### src/rtl/irq_status_pkg.sv
// Purpose: shared constants and carrier types for the peripheral interrupt status bank
// Assumes: 32-bit apb data, one aligned word per register
// Notes: printed offsets are byte addresses
package irq_status_pkg;

  // ----------------------------------------------------------------
  // register offsets
  // ----------------------------------------------------------------
  localparam logic [11:0] OFS_CODEC_STATUS = 12'h0100;
  localparam logic [11:0] OFS_UART_STATUS = 12'h0104;
  localparam logic [11:0] OFS_MFIO_RISE = 12'h0108;
  localparam logic [11:0] OFS_MFIO_FALL = 12'h010c;
  localparam logic [11:0] OFS_SYSTEM_STATUS = 12'h0110;
  localparam logic [11:0] OFS_SUMMARY_STATUS = 12'h0114;
  localparam logic [11:0] OFS_ENABLE_BASE = 12'h0118;
  localparam logic [11:0] OFS_GLOBAL_CTRL = 12'h012c;
  localparam logic [11:0] OFS_AUX_CTRL = 12'h0130;
  localparam int NUM_BANKS = 5;

  // ----------------------------------------------------------------
  // field positions
  // ----------------------------------------------------------------
  localparam int B_SND_RISE = 14;
  localparam int B_SND_FALL = 13;
  localparam int B_TEL_RISE = 12;
  localparam int B_TEL_FALL = 11;
  localparam int B_SND_WORD = 10;
  localparam int B_TEL_WORD = 9;
  localparam int B_SF0_START = 8;
  localparam int B_SF1_START = 7;
  localparam int B_CODEC_RISE = 6;
  localparam int B_CODEC_FALL = 5;
  localparam int UART_FIELD_W = 10;
  localparam int UART_A_LSB = 22;
  localparam int UART_B_LSB = 12;
  localparam int B_ALARM = 30;
  localparam int B_PERIODIC = 29;
  localparam int B_STOP = 28;
  localparam int B_PWR_RISE = 27;
  localparam int B_PWR_FALL = 26;
  localparam int B_PGOOD_RISE = 25;
  localparam int B_PGOOD_FALL = 24;
  localparam int B_BTN_RISE = 23;
  localparam int B_BTN_FALL = 22;
  localparam int B_SER_FREE = 21;
  localparam int B_SER_OVR = 20;
  localparam int B_SER_RCV = 19;
  localparam int B_SER_IDLE = 18;
  localparam int GP_RISE_LSB = 7;
  localparam int GP_FALL_LSB = 0;
  localparam int GP_PINS = 7;
  localparam int B_REQ_LOW = 30;
  localparam int B_GLOBAL_EN = 18;
  localparam int B_DEBOUNCE_EN = 0;
  localparam logic [31:0] PRIO_MASK_BITS = 32'h0000_ffff;
  localparam logic [31:0] RESET_WORD = 32'h0000_0000;

  // ----------------------------------------------------------------
  // timing
  // ----------------------------------------------------------------
  localparam int CLK_PERIOD_NS = 4;
  localparam int DEBOUNCE_NS = 16_000_000;
  localparam int DEBOUNCE_CYCLES = (DEBOUNCE_NS + CLK_PERIOD_NS - 1) / CLK_PERIOD_NS;

  // ----------------------------------------------------------------
  // carriers
  // ----------------------------------------------------------------
  typedef struct packed {
    logic sound_valid_sf0;
    logic sound_valid_sf1;
    logic sound_subframe_select;
    logic telecom_valid_sf0;
    logic telecom_valid_sf1;
    logic telecom_subframe_select;
    logic sound_word_ready;
    logic telecom_word_ready;
    logic subframe0_start;
    logic subframe1_start;
  } codec_ev_s;

  typedef struct packed {
    logic rx_load;
    logic rx_framing_err;
    logic rx_break;
    logic rx_parity_err;
    logic tx_free;
    logic tx_write;
    logic tx_idle;
    logic dma_mid;
    logic dma_end;
  } uart_ev_s;

  typedef struct packed {
    logic serial_port_enable;
    logic tx_move;
    logic tx_write;
    logic rx_move;
    logic shift_empty;
    logic hold_empty;
  } serial_ev_s;

endpackage : irq_status_pkg

### src/rtl/peripheral_interrupt_status_bank.sv
// Purpose: sticky interrupt status, enables and low-priority request behind apb
// Assumes: peripheral event inputs are on pclk; pins arrive asynchronously
// Notes: one wait state on every apb access
//
// What this block does
// - codec valid flags from chosen subframe set separate rise and fall bits.
// - sound or telecom word ready sets its holding status.
// - start of subframe 0 and subframe 1 each set their own bit.
// - codec request pin rise and fall each set a bit.
// - uart status: channel a in 31..22, b in 21..12, low bits zero.
// - uart receive holding load sets the receive bit.
// - second receive load before service sets receive overrun.
// - framing, parity and break of current character each set a bit.
// - transmit holding free sets a bit; both transmit registers empty another.
// - transmit write while holding not free sets transmit overrun.
// - uart dma midpoint and buffer end each set a bit.
// - two 32-bit pin registers hold rising and falling edges per pin.
// - general pin rise bits sit at 13..7, fall bits at 6..0.
// - alarm bit sets when real-time count equals 40-bit alarm value.
// - periodic bit sets when timer enabled and its count is zero.
// - stop bit sets when stop counter reaches its 4-bit limit.
// - power pin and power-good each set separate rise and fall bits.
// - on-button edges set bits; with debounce, only after stable interval.
// - serial buffer free sets on first enable and each holding-to-shift move.
// - serial holding write before buffer free sets the error bit.
// - serial shift-to-receive-holding transfer sets receive bit.
// - serial idle sets when shift and holding registers both empty.
// - writing one to a status bit clears it; zero does nothing.
// - request is global enable and any enabled status bit.
// - reset clears every status bit.
//
// The APB interface to the registers was left to the implementer.
`timescale 1ns/1ps
module peripheral_interrupt_status_bank #(
  parameter int DEBOUNCE_CYCLES = irq_status_pkg::DEBOUNCE_CYCLES,
  parameter int PERIOD_WIDTH = 16,
  parameter int RTC_WIDTH = 40,
  parameter int STOP_WIDTH = 4,
  parameter int MFIO_PINS = 32
) (
  input wire logic pclk,
  input wire logic presetn,
  input wire logic psel,
  input wire logic penable,
  input wire logic pwrite,
  input wire logic [31:0] paddr,
  input wire logic [31:0] pwdata,
  input wire logic [3:0] pstrb,
  output logic [31:0] prdata,
  output logic pready,
  output logic pslverr,
  input wire irq_status_pkg::codec_ev_s codec_ev,
  input wire irq_status_pkg::uart_ev_s uart_a_ev,
  input wire irq_status_pkg::uart_ev_s uart_b_ev,
  input wire irq_status_pkg::serial_ev_s serial_ev,
  input wire logic codec_bus_request_pin,
  input wire logic [MFIO_PINS-1:0] multi_pin,
  input wire logic [irq_status_pkg::GP_PINS-1:0] gp_pin,
  input wire logic power_event_pin,
  input wire logic power_good_signal,
  input wire logic on_button_signal,
  input wire logic [RTC_WIDTH-1:0] rtc_count,
  input wire logic [RTC_WIDTH-1:0] alarm_value,
  input wire logic periodic_enable,
  input wire logic [PERIOD_WIDTH-1:0] periodic_count,
  input wire logic [STOP_WIDTH-1:0] stop_count,
  input wire logic [STOP_WIDTH-1:0] stop_count_limit,
  output logic low_priority_request
);

  // ----------------------------------------------------------------
  // helpers
  // ----------------------------------------------------------------
  localparam int GP = irq_status_pkg::GP_PINS;
  localparam int NPIN = 1 + MFIO_PINS + GP + 3;
  localparam int CNT_W = $clog2(DEBOUNCE_CYCLES + 1);
  localparam logic [CNT_W-1:0] DEB_LAST = CNT_W'(DEBOUNCE_CYCLES - 1);

  // set wins over clear so an event in the clearing cycle survives
  function automatic logic [31:0] sticky(input logic [31:0] cur, input logic [31:0] set,
                                         input logic [31:0] clr);
    sticky = (cur & ~clr) | set;
  endfunction : sticky

  // uart field, msb first: rx, rx overrun, framing, break, parity,
  // tx free, tx overrun, idle, dma end, dma mid
  function automatic logic [9:0] uart_field(input irq_status_pkg::uart_ev_s ev,
                                            input logic rx_pending);
    uart_field = {ev.rx_load, ev.rx_load & rx_pending, ev.rx_framing_err, ev.rx_break,
                  ev.rx_parity_err, ev.tx_free, ev.tx_write & ~ev.tx_free, ev.tx_idle,
                  ev.dma_end, ev.dma_mid};
  endfunction : uart_field

  // map an offset onto a status bank number, zero when none
  function automatic logic [2:0] status_bank(input logic [11:0] ofs);
    case (ofs)
      irq_status_pkg::OFS_CODEC_STATUS: status_bank = 3'h1;
      irq_status_pkg::OFS_UART_STATUS: status_bank = 3'h2;
      irq_status_pkg::OFS_MFIO_RISE: status_bank = 3'h3;
      irq_status_pkg::OFS_MFIO_FALL: status_bank = 3'h4;
      irq_status_pkg::OFS_SYSTEM_STATUS: status_bank = 3'h5;
      default: status_bank = 3'h0;
    endcase
  endfunction : status_bank

  // map an offset onto an enable bank number, zero when none
  function automatic logic [2:0] enable_bank(input logic [11:0] ofs);
    enable_bank = 3'h0;
    for (int i = 0; i < irq_status_pkg::NUM_BANKS; i++)
    begin
      if (ofs == irq_status_pkg::OFS_ENABLE_BASE + 12'(4 * i))
      begin
        enable_bank = 3'(i + 1);
      end
    end
  endfunction : enable_bank

  // ----------------------------------------------------------------
  // pin synchronisers
  // ----------------------------------------------------------------
  logic [NPIN-1:0] pin_raw;
  logic [NPIN-1:0] pin_meta_ff;
  logic [NPIN-1:0] pin_sync_ff;
  logic [NPIN-1:0] pin_prev_ff;

  assign pin_raw = {on_button_signal, power_good_signal, power_event_pin, gp_pin, multi_pin,
                    codec_bus_request_pin};

  genvar g;
  generate
    for (g = 0; g < NPIN; g++)
    begin : g_sync
      always_ff @(posedge pclk or negedge presetn)
      begin
        if (!presetn)
        begin
          pin_meta_ff[g] <= 1'b0;
          pin_sync_ff[g] <= 1'b0;
        end
        else
        begin
          pin_meta_ff[g] <= pin_raw[g];
          pin_sync_ff[g] <= pin_meta_ff[g];
        end
      end
    end
  endgenerate

  // the button edge comes from the debounced level, not the raw one
  logic btn_level;

  always_ff @(posedge pclk or negedge presetn)
  begin
    if (!presetn)
    begin
      pin_prev_ff <= '0;
    end
    else
    begin
      pin_prev_ff <= {btn_level, pin_sync_ff[NPIN-2:0]};
    end
  end

  logic [NPIN-1:0] pin_now;
  logic [NPIN-1:0] pin_rise;
  logic [NPIN-1:0] pin_fall;

  assign pin_now = {btn_level, pin_sync_ff[NPIN-2:0]};
  assign pin_rise = pin_now & ~pin_prev_ff;
  assign pin_fall = ~pin_now & pin_prev_ff;

  // ----------------------------------------------------------------
  // on-button debounce
  // ----------------------------------------------------------------
  logic aux_ctrl_ff;
  logic btn_deb_ff;
  logic [CNT_W-1:0] btn_cnt_ff;

  // the level moves only after the pin held its new value for the whole interval
  // debounce filter
  always_ff @(posedge pclk or negedge presetn)
  begin
    if (!presetn)
    begin
      btn_deb_ff <= 1'b0;
      btn_cnt_ff <= '0;
    end
    else if (!aux_ctrl_ff || (pin_sync_ff[NPIN-1] == btn_deb_ff))
    begin
      btn_deb_ff <= pin_sync_ff[NPIN-1];
      btn_cnt_ff <= '0;
    end
    else if (btn_cnt_ff == DEB_LAST)
    begin
      btn_deb_ff <= pin_sync_ff[NPIN-1];
      btn_cnt_ff <= '0;
    end
    else
    begin
      btn_cnt_ff <= btn_cnt_ff + 1'b1;
    end
  end

  assign btn_level = btn_deb_ff;

  // ----------------------------------------------------------------
  // internal level edges
  // ----------------------------------------------------------------
  logic snd_valid;
  logic tel_valid;
  logic snd_valid_prev_ff;
  logic tel_valid_prev_ff;
  logic ser_en_prev_ff;
  logic ser_free_ff;

  assign snd_valid = codec_ev.sound_subframe_select ? codec_ev.sound_valid_sf1 :
                     codec_ev.sound_valid_sf0;
  assign tel_valid = codec_ev.telecom_subframe_select ? codec_ev.telecom_valid_sf1 :
                     codec_ev.telecom_valid_sf0;

  always_ff @(posedge pclk or negedge presetn)
  begin
    if (!presetn)
    begin
      snd_valid_prev_ff <= 1'b0;
      tel_valid_prev_ff <= 1'b0;
      ser_en_prev_ff <= 1'b0;
    end
    else
    begin
      snd_valid_prev_ff <= snd_valid;
      tel_valid_prev_ff <= tel_valid;
      ser_en_prev_ff <= serial_ev.serial_port_enable;
    end
  end

  logic ser_en_rise;
  assign ser_en_rise = serial_ev.serial_port_enable & ~ser_en_prev_ff;

  // holding register counts as free from enable or a move until the next write
  // free tracking
  always_ff @(posedge pclk or negedge presetn)
  begin
    if (!presetn)
    begin
      ser_free_ff <= 1'b0;
    end
    else if (ser_en_rise || serial_ev.tx_move)
    begin
      ser_free_ff <= 1'b1;
    end
    else if (serial_ev.tx_write)
    begin
      ser_free_ff <= 1'b0;
    end
  end

  // ----------------------------------------------------------------
  // set vectors
  // ----------------------------------------------------------------
  logic [31:0] status_ff [1:irq_status_pkg::NUM_BANKS];
  logic [31:0] enable_ff [1:irq_status_pkg::NUM_BANKS];
  logic [31:0] set_vec [1:irq_status_pkg::NUM_BANKS];
  logic [31:0] clr_vec [1:irq_status_pkg::NUM_BANKS];

  always_comb
  begin
    set_vec[1] = irq_status_pkg::RESET_WORD;
    set_vec[1][irq_status_pkg::B_SND_RISE] = snd_valid & ~snd_valid_prev_ff;
    set_vec[1][irq_status_pkg::B_SND_FALL] = ~snd_valid & snd_valid_prev_ff;
    set_vec[1][irq_status_pkg::B_TEL_RISE] = tel_valid & ~tel_valid_prev_ff;
    set_vec[1][irq_status_pkg::B_TEL_FALL] = ~tel_valid & tel_valid_prev_ff;
    set_vec[1][irq_status_pkg::B_SND_WORD] = codec_ev.sound_word_ready;
    set_vec[1][irq_status_pkg::B_TEL_WORD] = codec_ev.telecom_word_ready;
    set_vec[1][irq_status_pkg::B_SF0_START] = codec_ev.subframe0_start;
    set_vec[1][irq_status_pkg::B_SF1_START] = codec_ev.subframe1_start;
    set_vec[1][irq_status_pkg::B_CODEC_RISE] = pin_rise[0];
    set_vec[1][irq_status_pkg::B_CODEC_FALL] = pin_fall[0];
  end

  assign set_vec[2] = {uart_field(uart_a_ev, status_ff[2][31]),
                       uart_field(uart_b_ev, status_ff[2][21]),
                       12'h000};

  assign set_vec[3] = 32'(pin_rise[MFIO_PINS:1]);
  assign set_vec[4] = 32'(pin_fall[MFIO_PINS:1]);

  always_comb
  begin
    set_vec[5] = irq_status_pkg::RESET_WORD;
    set_vec[5][irq_status_pkg::B_ALARM] = (rtc_count == alarm_value);
    set_vec[5][irq_status_pkg::B_PERIODIC] = periodic_enable && (periodic_count == '0);
    set_vec[5][irq_status_pkg::B_STOP] = (stop_count == stop_count_limit);
    set_vec[5][irq_status_pkg::B_PWR_RISE] = pin_rise[NPIN-3];
    set_vec[5][irq_status_pkg::B_PWR_FALL] = pin_fall[NPIN-3];
    set_vec[5][irq_status_pkg::B_PGOOD_RISE] = pin_rise[NPIN-2];
    set_vec[5][irq_status_pkg::B_PGOOD_FALL] = pin_fall[NPIN-2];
    set_vec[5][irq_status_pkg::B_BTN_RISE] = pin_rise[NPIN-1];
    set_vec[5][irq_status_pkg::B_BTN_FALL] = pin_fall[NPIN-1];
    set_vec[5][irq_status_pkg::B_SER_FREE] = ser_en_rise | serial_ev.tx_move;
    set_vec[5][irq_status_pkg::B_SER_OVR] = serial_ev.tx_write & ~ser_free_ff;
    set_vec[5][irq_status_pkg::B_SER_RCV] = serial_ev.rx_move;
    set_vec[5][irq_status_pkg::B_SER_IDLE] = serial_ev.shift_empty & serial_ev.hold_empty;
    for (int i = 0; i < GP; i++)
    begin
      set_vec[5][irq_status_pkg::GP_RISE_LSB + i] = pin_rise[1 + MFIO_PINS + i];
      set_vec[5][irq_status_pkg::GP_FALL_LSB + i] = pin_fall[1 + MFIO_PINS + i];
    end
  end

  // ----------------------------------------------------------------
  // apb slave
  // ----------------------------------------------------------------
  logic pready_ff;
  logic pslverr_ff;
  logic [31:0] prdata_ff;
  logic [31:0] nxt_rdata;
  logic nxt_err;
  logic done;
  logic wr_done;
  logic [11:0] ofs;
  logic [31:0] wmask;
  logic global_en_ff;
  logic [15:0] prio_mask_ff;
  logic req_ff;

  assign ofs = paddr[11:0];
  assign done = psel & penable & pready_ff;
  assign wr_done = done & pwrite & ~pslverr_ff;
  assign wmask = {{8{pstrb[3]}}, {8{pstrb[2]}}, {8{pstrb[1]}}, {8{pstrb[0]}}};

  always_comb
  begin
    nxt_err = 1'b0;
    nxt_rdata = irq_status_pkg::RESET_WORD;
    if (status_bank(ofs) != 3'h0)
    begin
      nxt_rdata = status_ff[status_bank(ofs)];
    end
    else if (enable_bank(ofs) != 3'h0)
    begin
      nxt_rdata = enable_ff[enable_bank(ofs)];
    end
    else if (ofs == irq_status_pkg::OFS_SUMMARY_STATUS)
    begin
      nxt_rdata[irq_status_pkg::B_REQ_LOW] = req_ff;
    end
    else if (ofs == irq_status_pkg::OFS_GLOBAL_CTRL)
    begin
      nxt_rdata = 32'(prio_mask_ff);
      nxt_rdata[irq_status_pkg::B_GLOBAL_EN] = global_en_ff;
    end
    else if (ofs == irq_status_pkg::OFS_AUX_CTRL)
    begin
      nxt_rdata[irq_status_pkg::B_DEBOUNCE_EN] = aux_ctrl_ff;
    end
    else
    begin
      nxt_err = 1'b1;
    end
    if (paddr[31:12] != '0 || paddr[1:0] != 2'b00)
    begin
      nxt_err = 1'b1;
    end
  end

  // answer one cycle into the access phase so read data comes from flip-flops
  always_ff @(posedge pclk or negedge presetn)
  begin
    if (!presetn)
    begin
      pready_ff <= 1'b0;
      pslverr_ff <= 1'b0;
      prdata_ff <= irq_status_pkg::RESET_WORD;
    end
    else if (psel && penable && !pready_ff)
    begin
      pready_ff <= 1'b1;
      pslverr_ff <= nxt_err;
      prdata_ff <= pwrite ? irq_status_pkg::RESET_WORD : nxt_rdata;
    end
    else
    begin
      pready_ff <= 1'b0;
      pslverr_ff <= 1'b0;
    end
  end

  assign pready = pready_ff;
  assign pslverr = pslverr_ff & pready_ff;
  assign prdata = prdata_ff;

  // ----------------------------------------------------------------
  // status, enable and control registers
  // ----------------------------------------------------------------
  generate
    for (g = 1; g <= irq_status_pkg::NUM_BANKS; g++)
    begin : g_bank
      assign clr_vec[g] = (wr_done && status_bank(ofs) == 3'(g)) ? (pwdata & wmask) :
                          irq_status_pkg::RESET_WORD;

      always_ff @(posedge pclk or negedge presetn)
      begin
        if (!presetn)
        begin
          status_ff[g] <= irq_status_pkg::RESET_WORD;
        end
        else
        begin
          status_ff[g] <= sticky(status_ff[g], set_vec[g], clr_vec[g]);
        end
      end

      always_ff @(posedge pclk or negedge presetn)
      begin
        if (!presetn)
        begin
          enable_ff[g] <= irq_status_pkg::RESET_WORD;
        end
        else if (wr_done && enable_bank(ofs) == 3'(g))
        begin
          enable_ff[g] <= (enable_ff[g] & ~wmask) | (pwdata & wmask);
        end
      end
    end
  endgenerate

  always_ff @(posedge pclk or negedge presetn)
  begin
    if (!presetn)
    begin
      global_en_ff <= 1'b0;
      prio_mask_ff <= '0;
      aux_ctrl_ff <= 1'b0;
    end
    else if (wr_done && ofs == irq_status_pkg::OFS_GLOBAL_CTRL)
    begin
      if (pstrb[2])
      begin
        global_en_ff <= pwdata[irq_status_pkg::B_GLOBAL_EN];
      end
      prio_mask_ff <= 16'((prio_mask_ff & wmask[15:0]) == '0 ?
                          (pwdata & irq_status_pkg::PRIO_MASK_BITS & wmask) :
                          ((32'(prio_mask_ff) & ~wmask) | (pwdata & wmask)));
    end
    else if (wr_done && ofs == irq_status_pkg::OFS_AUX_CTRL && pstrb[0])
    begin
      aux_ctrl_ff <= pwdata[irq_status_pkg::B_DEBOUNCE_EN];
    end
  end

  // ----------------------------------------------------------------
  // request
  // ----------------------------------------------------------------
  logic any_enabled;

  always_comb
  begin
    any_enabled = 1'b0;
    for (int i = 1; i <= irq_status_pkg::NUM_BANKS; i++)
    begin
      any_enabled = any_enabled | (|(status_ff[i] & enable_ff[i]));
    end
  end

  always_ff @(posedge pclk or negedge presetn)
  begin
    if (!presetn)
    begin
      req_ff <= 1'b0;
    end
    else
    begin
      req_ff <= global_en_ff & any_enabled;
    end
  end

  assign low_priority_request = req_ff;

endmodule : peripheral_interrupt_status_bank

### config.mk
export PLATFORM = sky130hd
export DESIGN_NAME = peripheral_interrupt_status_bank
export DESIGN_NICKNAME = d
export VERILOG_FILES = /design/src/rtl/irq_status_pkg.sv /design/src/rtl/peripheral_interrupt_status_bank.sv
export SDC_FILE = /design/constraint.sdc
export NUM_CORES = 1
export LEC_CHECK = 0
export BUFFER_PORTS_ARGS = -buffer_cell sky130_fd_sc_hd__buf_2
export CAP_MARGIN = 10
export CORE_MARGIN = 5
export CORE_UTILIZATION = 40
export DETAILED_ROUTE_END_ITERATION = 6
export SLEW_MARGIN = 25
export SYNTH_ARGS = -nofsm -noshare
export SYNTH_HDL_FRONTEND = slang
export SYNTH_SLANG_ARGS = --single-unit
### constraint.sdc
create_clock -name pclk -period 2 [get_ports pclk]
set_input_delay 0.4 -clock pclk [delete_from_list [all_inputs] [get_ports pclk]]
set_output_delay 0.4 -clock pclk [all_outputs]
set_load 0.02 [all_outputs]
==> out/results.tsv, run 1 <==
metric	value	unit
status	finished with violations	
violations	setup timing	
internal_power	18.7	mW
gp_congestion	1.06	
ant_nets	0	
finalSetupViolations	1	
combPwrFrac	6.5	%
syn_nets	2350	
fin_ws	-0.180	ns
netlist_instances	2094	
rows	88	
instances_no_fill	3672	
ios	290	
end_kind	flop	
tns	-0.180	ns
drive_above_1_share	37.8	%
htreeDepth	2	
drc	0	
port_buffers	289	
p_sw	5.85	mW
initial_core_util	40.3	%
critPathKind	flop to flop	
cp_cell_sequence	a22o_1 > a221oi_2 > nand3_2 > nor3_2 > nand3_2 > o31a_1	
cpPeakStageDelay	0.46	ns
cts_tree	built	
max_freq	459	MHz
drt_iter0_drc	2245	
cts_made_buffers	58	
slew_headroom	48.6	%
die_w	251	um
synth_flop_cell	dfrtp_1	
clockRootBuffer	clkbuf_16	
worstPathRequired	2.49	ns
cts_buffer_depth	3	
powerDensity	745	nW/um^2
cts.sinks	529	
p_clk_share	48.9	%
hold_slack	0.0242	ns
max-vdd-ir-drop	0.644	mV
yosysWarnings	0	
antenna_found_initial	5	
postSynthAreaPerCell	11.1	um^2
vias_per_cell	5.93	
synth_sequential_area_ratio	56.9	%
critPathBufInv	0	
crit_family	compound AO/OA/AOI/OAI gates	
fin_crit_sh	109	%
die_h	251	um
finalHoldViolations	0	
slowest_stage	dfrtp_1	
design_area	32900	um^2
synth_top_area_cell	dfrtp_1	
numPlacedInstances	3471	
rsz0062_at_grt	yes	
clock_latency	0.64	ns
slew_viol_final	0	
yosysTopAreaCellShare	56.9	%
synth_cell_type_count	77	
finalCriticalPeriod	2.18	ns
wirelength	112000	um
utilization	57.0	%
synth_common_cells	dfrtp_1, o21ai_0, nand2_1	
die_area	63100	um^2
leakage	15.2	nW
grt_max_degree	90	
first_pass_iters	5	
grt_usage	34.5	%
max_cap_violations	0	
cpMostUsedCell	nand3_2	
grt_pass1_wl	158000	um
tightest_slew	0.763	ns
skew	0.0195	ns
synth-seq-cells	529	
vias	21800	
grt_remaining_overflow	0	
synth_edf_count	0	
nets	3112	
placed_cell_area	29500	um^2
startpoint_type	flop	
async_flop_share	100	%
core-area	57700	um^2
yosysMostFrequentCell	dfrtp_1	
pre_cts_slack	-0.780	ns
cp_max_fo	2	
hp-class	input port to flop	
syn_area	23300	um^2
grt_pass1_vias	22000	
finalPower	24.5	mW
swShare	23.9	%
arrival	2.67	ns
syn_to_final_growth	41.4	%
hpwl	85600	um
synthTopCellsByArea	dfrtp_1, mux2_2, o21ai_0	
wire_per_inst	30.4	um
p_seq_share	44.6	%
cts.reportedPaths.clkPinSlew	0.07	ns
[cell type report]
cell class                 count  area, um^2
sequential                   529       13300
antenna                        2        5.00
timing repair buffer         791        6210
clock buffer                  71        1570
inverter                     101         379
clock inverter                38         581
fill                        4993       24800
tap                          765         957
multi-input combinational   1375        9950
[cells in the final DEF (no fill, tap or decap), types with 14 or more instances in the layout]
cell / n
a21oi_1: 98
a221oi_1: 39
a221oi_2: 14
a22o_1: 33
a22oi_1: 30
buf_12: 56
buf_2: 288
buf_4: 359
clkbuf_16: 61
dfrtp_1: 519
dlygate4sd3_1: 73
inv_1: 100
mux2_2: 108
mux2_4: 59
mux2i_1: 39
nand2_1: 163
nand2b_1: 26
nand3_1: 25
nand4_1: 31
nor2_1: 66
nor4_1: 22
o21a_1: 51
o21ai_0: 286
o21ai_1: 29
o221ai_1: 16
xnor2_1: 23
xor2_1: 44
[worst register-to-register path, stage by stage (launching register included)]
cell	delay, ns
dfrtp_1	0.46
a22o_1	0.25
a221oi_2	0.36
nand3_2	0.22
nor3_2	0.26
nand3_2	0.13
o31a_1	0.35
[power groups by stage]
stage / logic (mW) / registers (mW) / clock network [mW]
3_3_place_gp: 1.44 / 11.1 / 0
3_5_place_dp: 1.46 / 11.1 / 0
5_1_grt: 1.73 / 10.9 / 12.6
6_report: 1.60 / 10.9 / 12.0
4_1_cts: 1.58 / 10.9 / 12.1
2_1_floorplan: 0.413 / 11.1 / 0
[kinds of logic after synthesis]
group | count (synthesis) | synth area share [%]
compound gates | 671 | 18.0
xor+xnor | 67 | 2.52
fa+ha+maj | 2 | 0.0968
buf+inv | 190 | 3.20
flops | 529 | 56.9
mux | 206 | 9.76
simple gates | 429 | 9.55
[path summary, 6_finish.rpt]
check | start | cells past startpoint | slack [ns] | end
max | flop | 6 | -0.18 | low_priority_request
min | serial_ev[0] | 3 | 0.02 | status_ff[18]
max in group asynchronous | presetn | 3 | 1.03 | status_ff[48]
min reg2reg | pin_meta_ff[32] | 0 | 0.34 | pin_now[32]
min in group asynchronous | presetn | 2 | 0.20 | asynchronous set/reset pin
max reg2reg | flop | 6 | -0.18 | low_priority_request
[timing repair]
action,4_1_cts,5_1_grt
setup endpoints to repair,7,95
gates resized for setup,26,75
buffers inserted,1,13
pin swaps,8,14
hold buffers,73,0
hold endpoints to repair,266,0
cloned,0,3
[routing by layer]
layer / routed length (um) / vias up / GRT usage (%)
met3: 11700 / 257 / 8.39
met2: 48200 / 1286 / 51.0
met4: 6000 / 4 / 15.4
met1: 45800 / 11000 / 48.4
li1: - / 9187 / -
met5: 26 / - / 0
No activity file was read; power rests on OpenSTA's default activity.
==> inputs of run 2 (changes only) <==
--- a/config.mk
+++ b/config.mk
@@ -7,8 +7,10 @@
 export LEC_CHECK = 0
 export BUFFER_PORTS_ARGS = -buffer_cell sky130_fd_sc_hd__buf_2
 export CAP_MARGIN = 10
+export CORE_ASPECT_RATIO = 1.5
 export CORE_MARGIN = 5
 export CORE_UTILIZATION = 40
+export CTS_BUF_LIST = sky130_fd_sc_hd__clkbuf_16
 export DETAILED_ROUTE_END_ITERATION = 6
 export SLEW_MARGIN = 25
 export SYNTH_ARGS = -nofsm -noshare
==> constraint.sdc (replaced) <==
create_clock -name pclk -period 1.9 [get_ports pclk]
set_input_delay 0.38 -clock pclk [delete_from_list [all_inputs] [get_ports pclk]]
set_output_delay 0.38 -clock pclk [all_outputs]
set_load 0.02 [all_outputs]
==> out/results.tsv, run 2 (synthesized netlist as in run 1, its figures left out) <==
metric	value	unit	change
vias	21700		-0.42%
core-area	57800	um^2	+0.24%
worstRegToRegCells	7		+1
placed_cell_area	29900	um^2	+1.4%
drive_above_1_share	39.5	%	+1.7 points
hpwl	90800	um	+6.1%
max_cap_violations	0		unchanged
ios	290		unchanged
htreeDepth	2		unchanged
worstPathRequired	2.42	ns	-0.07 ns
fin_crit_sh	113	%	+3.6 points
finalSetupViolations	57		+56
drt_iter0_drc	1733		-23%
drc	0		unchanged
grt_pass1_wl	161000	um	+2.1%
cts_buffer_depth	3		unchanged
cp_cell_sequence	a22o_2 > a221oi_1 > buf_4 > nand4_1 > nor4_4 > nand3_1 > o31a_1		
fin_ws	-0.239	ns	-0.0588 ns
final_common_cell	dfrtp_1		
die_w	207	um	-18%
rows	108		+23%
hp-start	codec_ev[9]		
critPathLaunch	status_ff[61]		
grt_max_degree	59		-34%
max_freq	468	MHz	+1.9%
reg2reg_from	status_ff[61]		
cpPeakStageDelay	0.43	ns	-0.03 ns
die_area	63200	um^2	+0.16%
vias_per_cell	5.82		-1.8%
nets	3166		+1.7%
cts_tree	built		
wirelength	116000	um	+4.1%
max-vdd-ir-drop	0.708	mV	+10%
clockRootBuffer	clkbuf_16		
seqCellArea	13200	um^2	about the same
final_cell_mix	dfrtp_1, buf_4, buf_2		
die_h	305	um	+22%
leakage	15.5	nW	+1.6%
multiInputGateArea	10200	um^2	+2.3%
ant_nets	0		unchanged
grt_pass1_vias	22500		+2.3%
first_pass_iters	6		+1
syn_to_final_growth	43.5	%	
skew	0.0306	ns	+0.0111 ns
fillCellCount	5038		+0.90%
cts.sinks	529		unchanged
powerDensity	746	nW/um^2	+0.11%
status	finished with violations		
wire_per_inst	31.2	um	+2.6%
slew_viol_final	0		unchanged
critPathKind	flop to flop		
gp_congestion	1.04		-2.3%
port_buffers	289		unchanged
clock_latency	0.64	ns	about the same
slowest_stage	dfrtp_1		
end_kind	flop		
violations	setup timing		
design_area	33400	um^2	+1.5%
antenna_found_initial	5		unchanged
hold_slack	0.0240	ns	-0.000187 ns
cp_max_fo	2		unchanged
utilization	57.8	%	+0.73 points
startpoint_type	flop		
tightest_slew	0.753	ns	-0.0101 ns
slew_headroom	49.4	%	+0.75 points
arrival	2.66	ns	about the same
grt_usage	35.9	%	+1.4 points
finalHoldViolations	0		unchanged
initial_core_util	40.2	%	-0.098 points
grt_remaining_overflow	0		unchanged
finalCriticalPeriod	2.14	ns	-0.0412 ns
tns	-3.44	ns	-3.26 ns
cts_made_buffers	54		-6.9%
min_path_cells	3		unchanged
cts.reportedPaths.clkPinSlew	0.07	ns	about the same
rsz0062_at_grt	yes		
hp-class	input port to flop		
[run 2: timing repair]
item | CTS | global route
cloned | 1 | 4
setup endpoints to repair | 99 | 154
hold buffers | 76 | 0
hold endpoints to repair | 129 | 0
pin swaps | 7 | 26
buffers inserted | 3 | 13
gates resized for setup | 45 | 185
[run 2: final cells by class]
cell class,count,area share (%)
clock inverter,43,1.64
clock buffer,54,4.05
inverter,101,1.13
antenna,3,0.0225
timing repair buffer,849,20.1
sequential,529,39.6
tap,770,2.88
multi-input combinational,1375,30.5
[run 2: stage by stage]
step	worst slack, ns	std cells	power (mW)
3_5_place_dp	-0.961	3527	13.3
3_3_place_gp	-0.995	3527	13.3
2_1_floorplan	-0.512	2094	12.1
5_1_grt	-0.260	3722	25.6
4_1_cts	-0.161	3704	25.0
6_report	-0.239	3724	24.9
[run 2: worst paths after layout]
kind / slack [ns] / end
max: -0.24 / low_priority_request
min: 0.02 / snd_valid_prev_ff
max reg2reg: -0.24 / low_priority_request
min reg2reg: 0.34 / pin_now[10]
max in group asynchronous: 0.92 / status_ff[112]
min in group asynchronous: 0.26 / ser_en_prev_ff
[run 2: worst max-delay path: cells and delay by family (launching register included)]
family | cells | cell delay, ns
AO/OA/AOI/OAI | 3 | 0.84
buffers and inverters | 1 | 0.19
flip-flops | 1 | 0.43
AND/OR/NAND/NOR | 3 | 0.57
[run 2: power breakdown]
group / internal, mW / switching, mW / total [mW]
Sequential: 11.4 / 0.0958 / 11.5
Combinational: 0.737 / 1.06 / 1.79
Clock: 6.72 / 4.90 / 11.6
Total: 18.9 / 6.05 / 24.9
[run 2: layer usage]
layer  part of all wire, %  track usage (%)
met5                     0                0
met4                   9.8             25.6
met3                   6.8             5.68
met2                    48             59.8
met1                    36             41.8
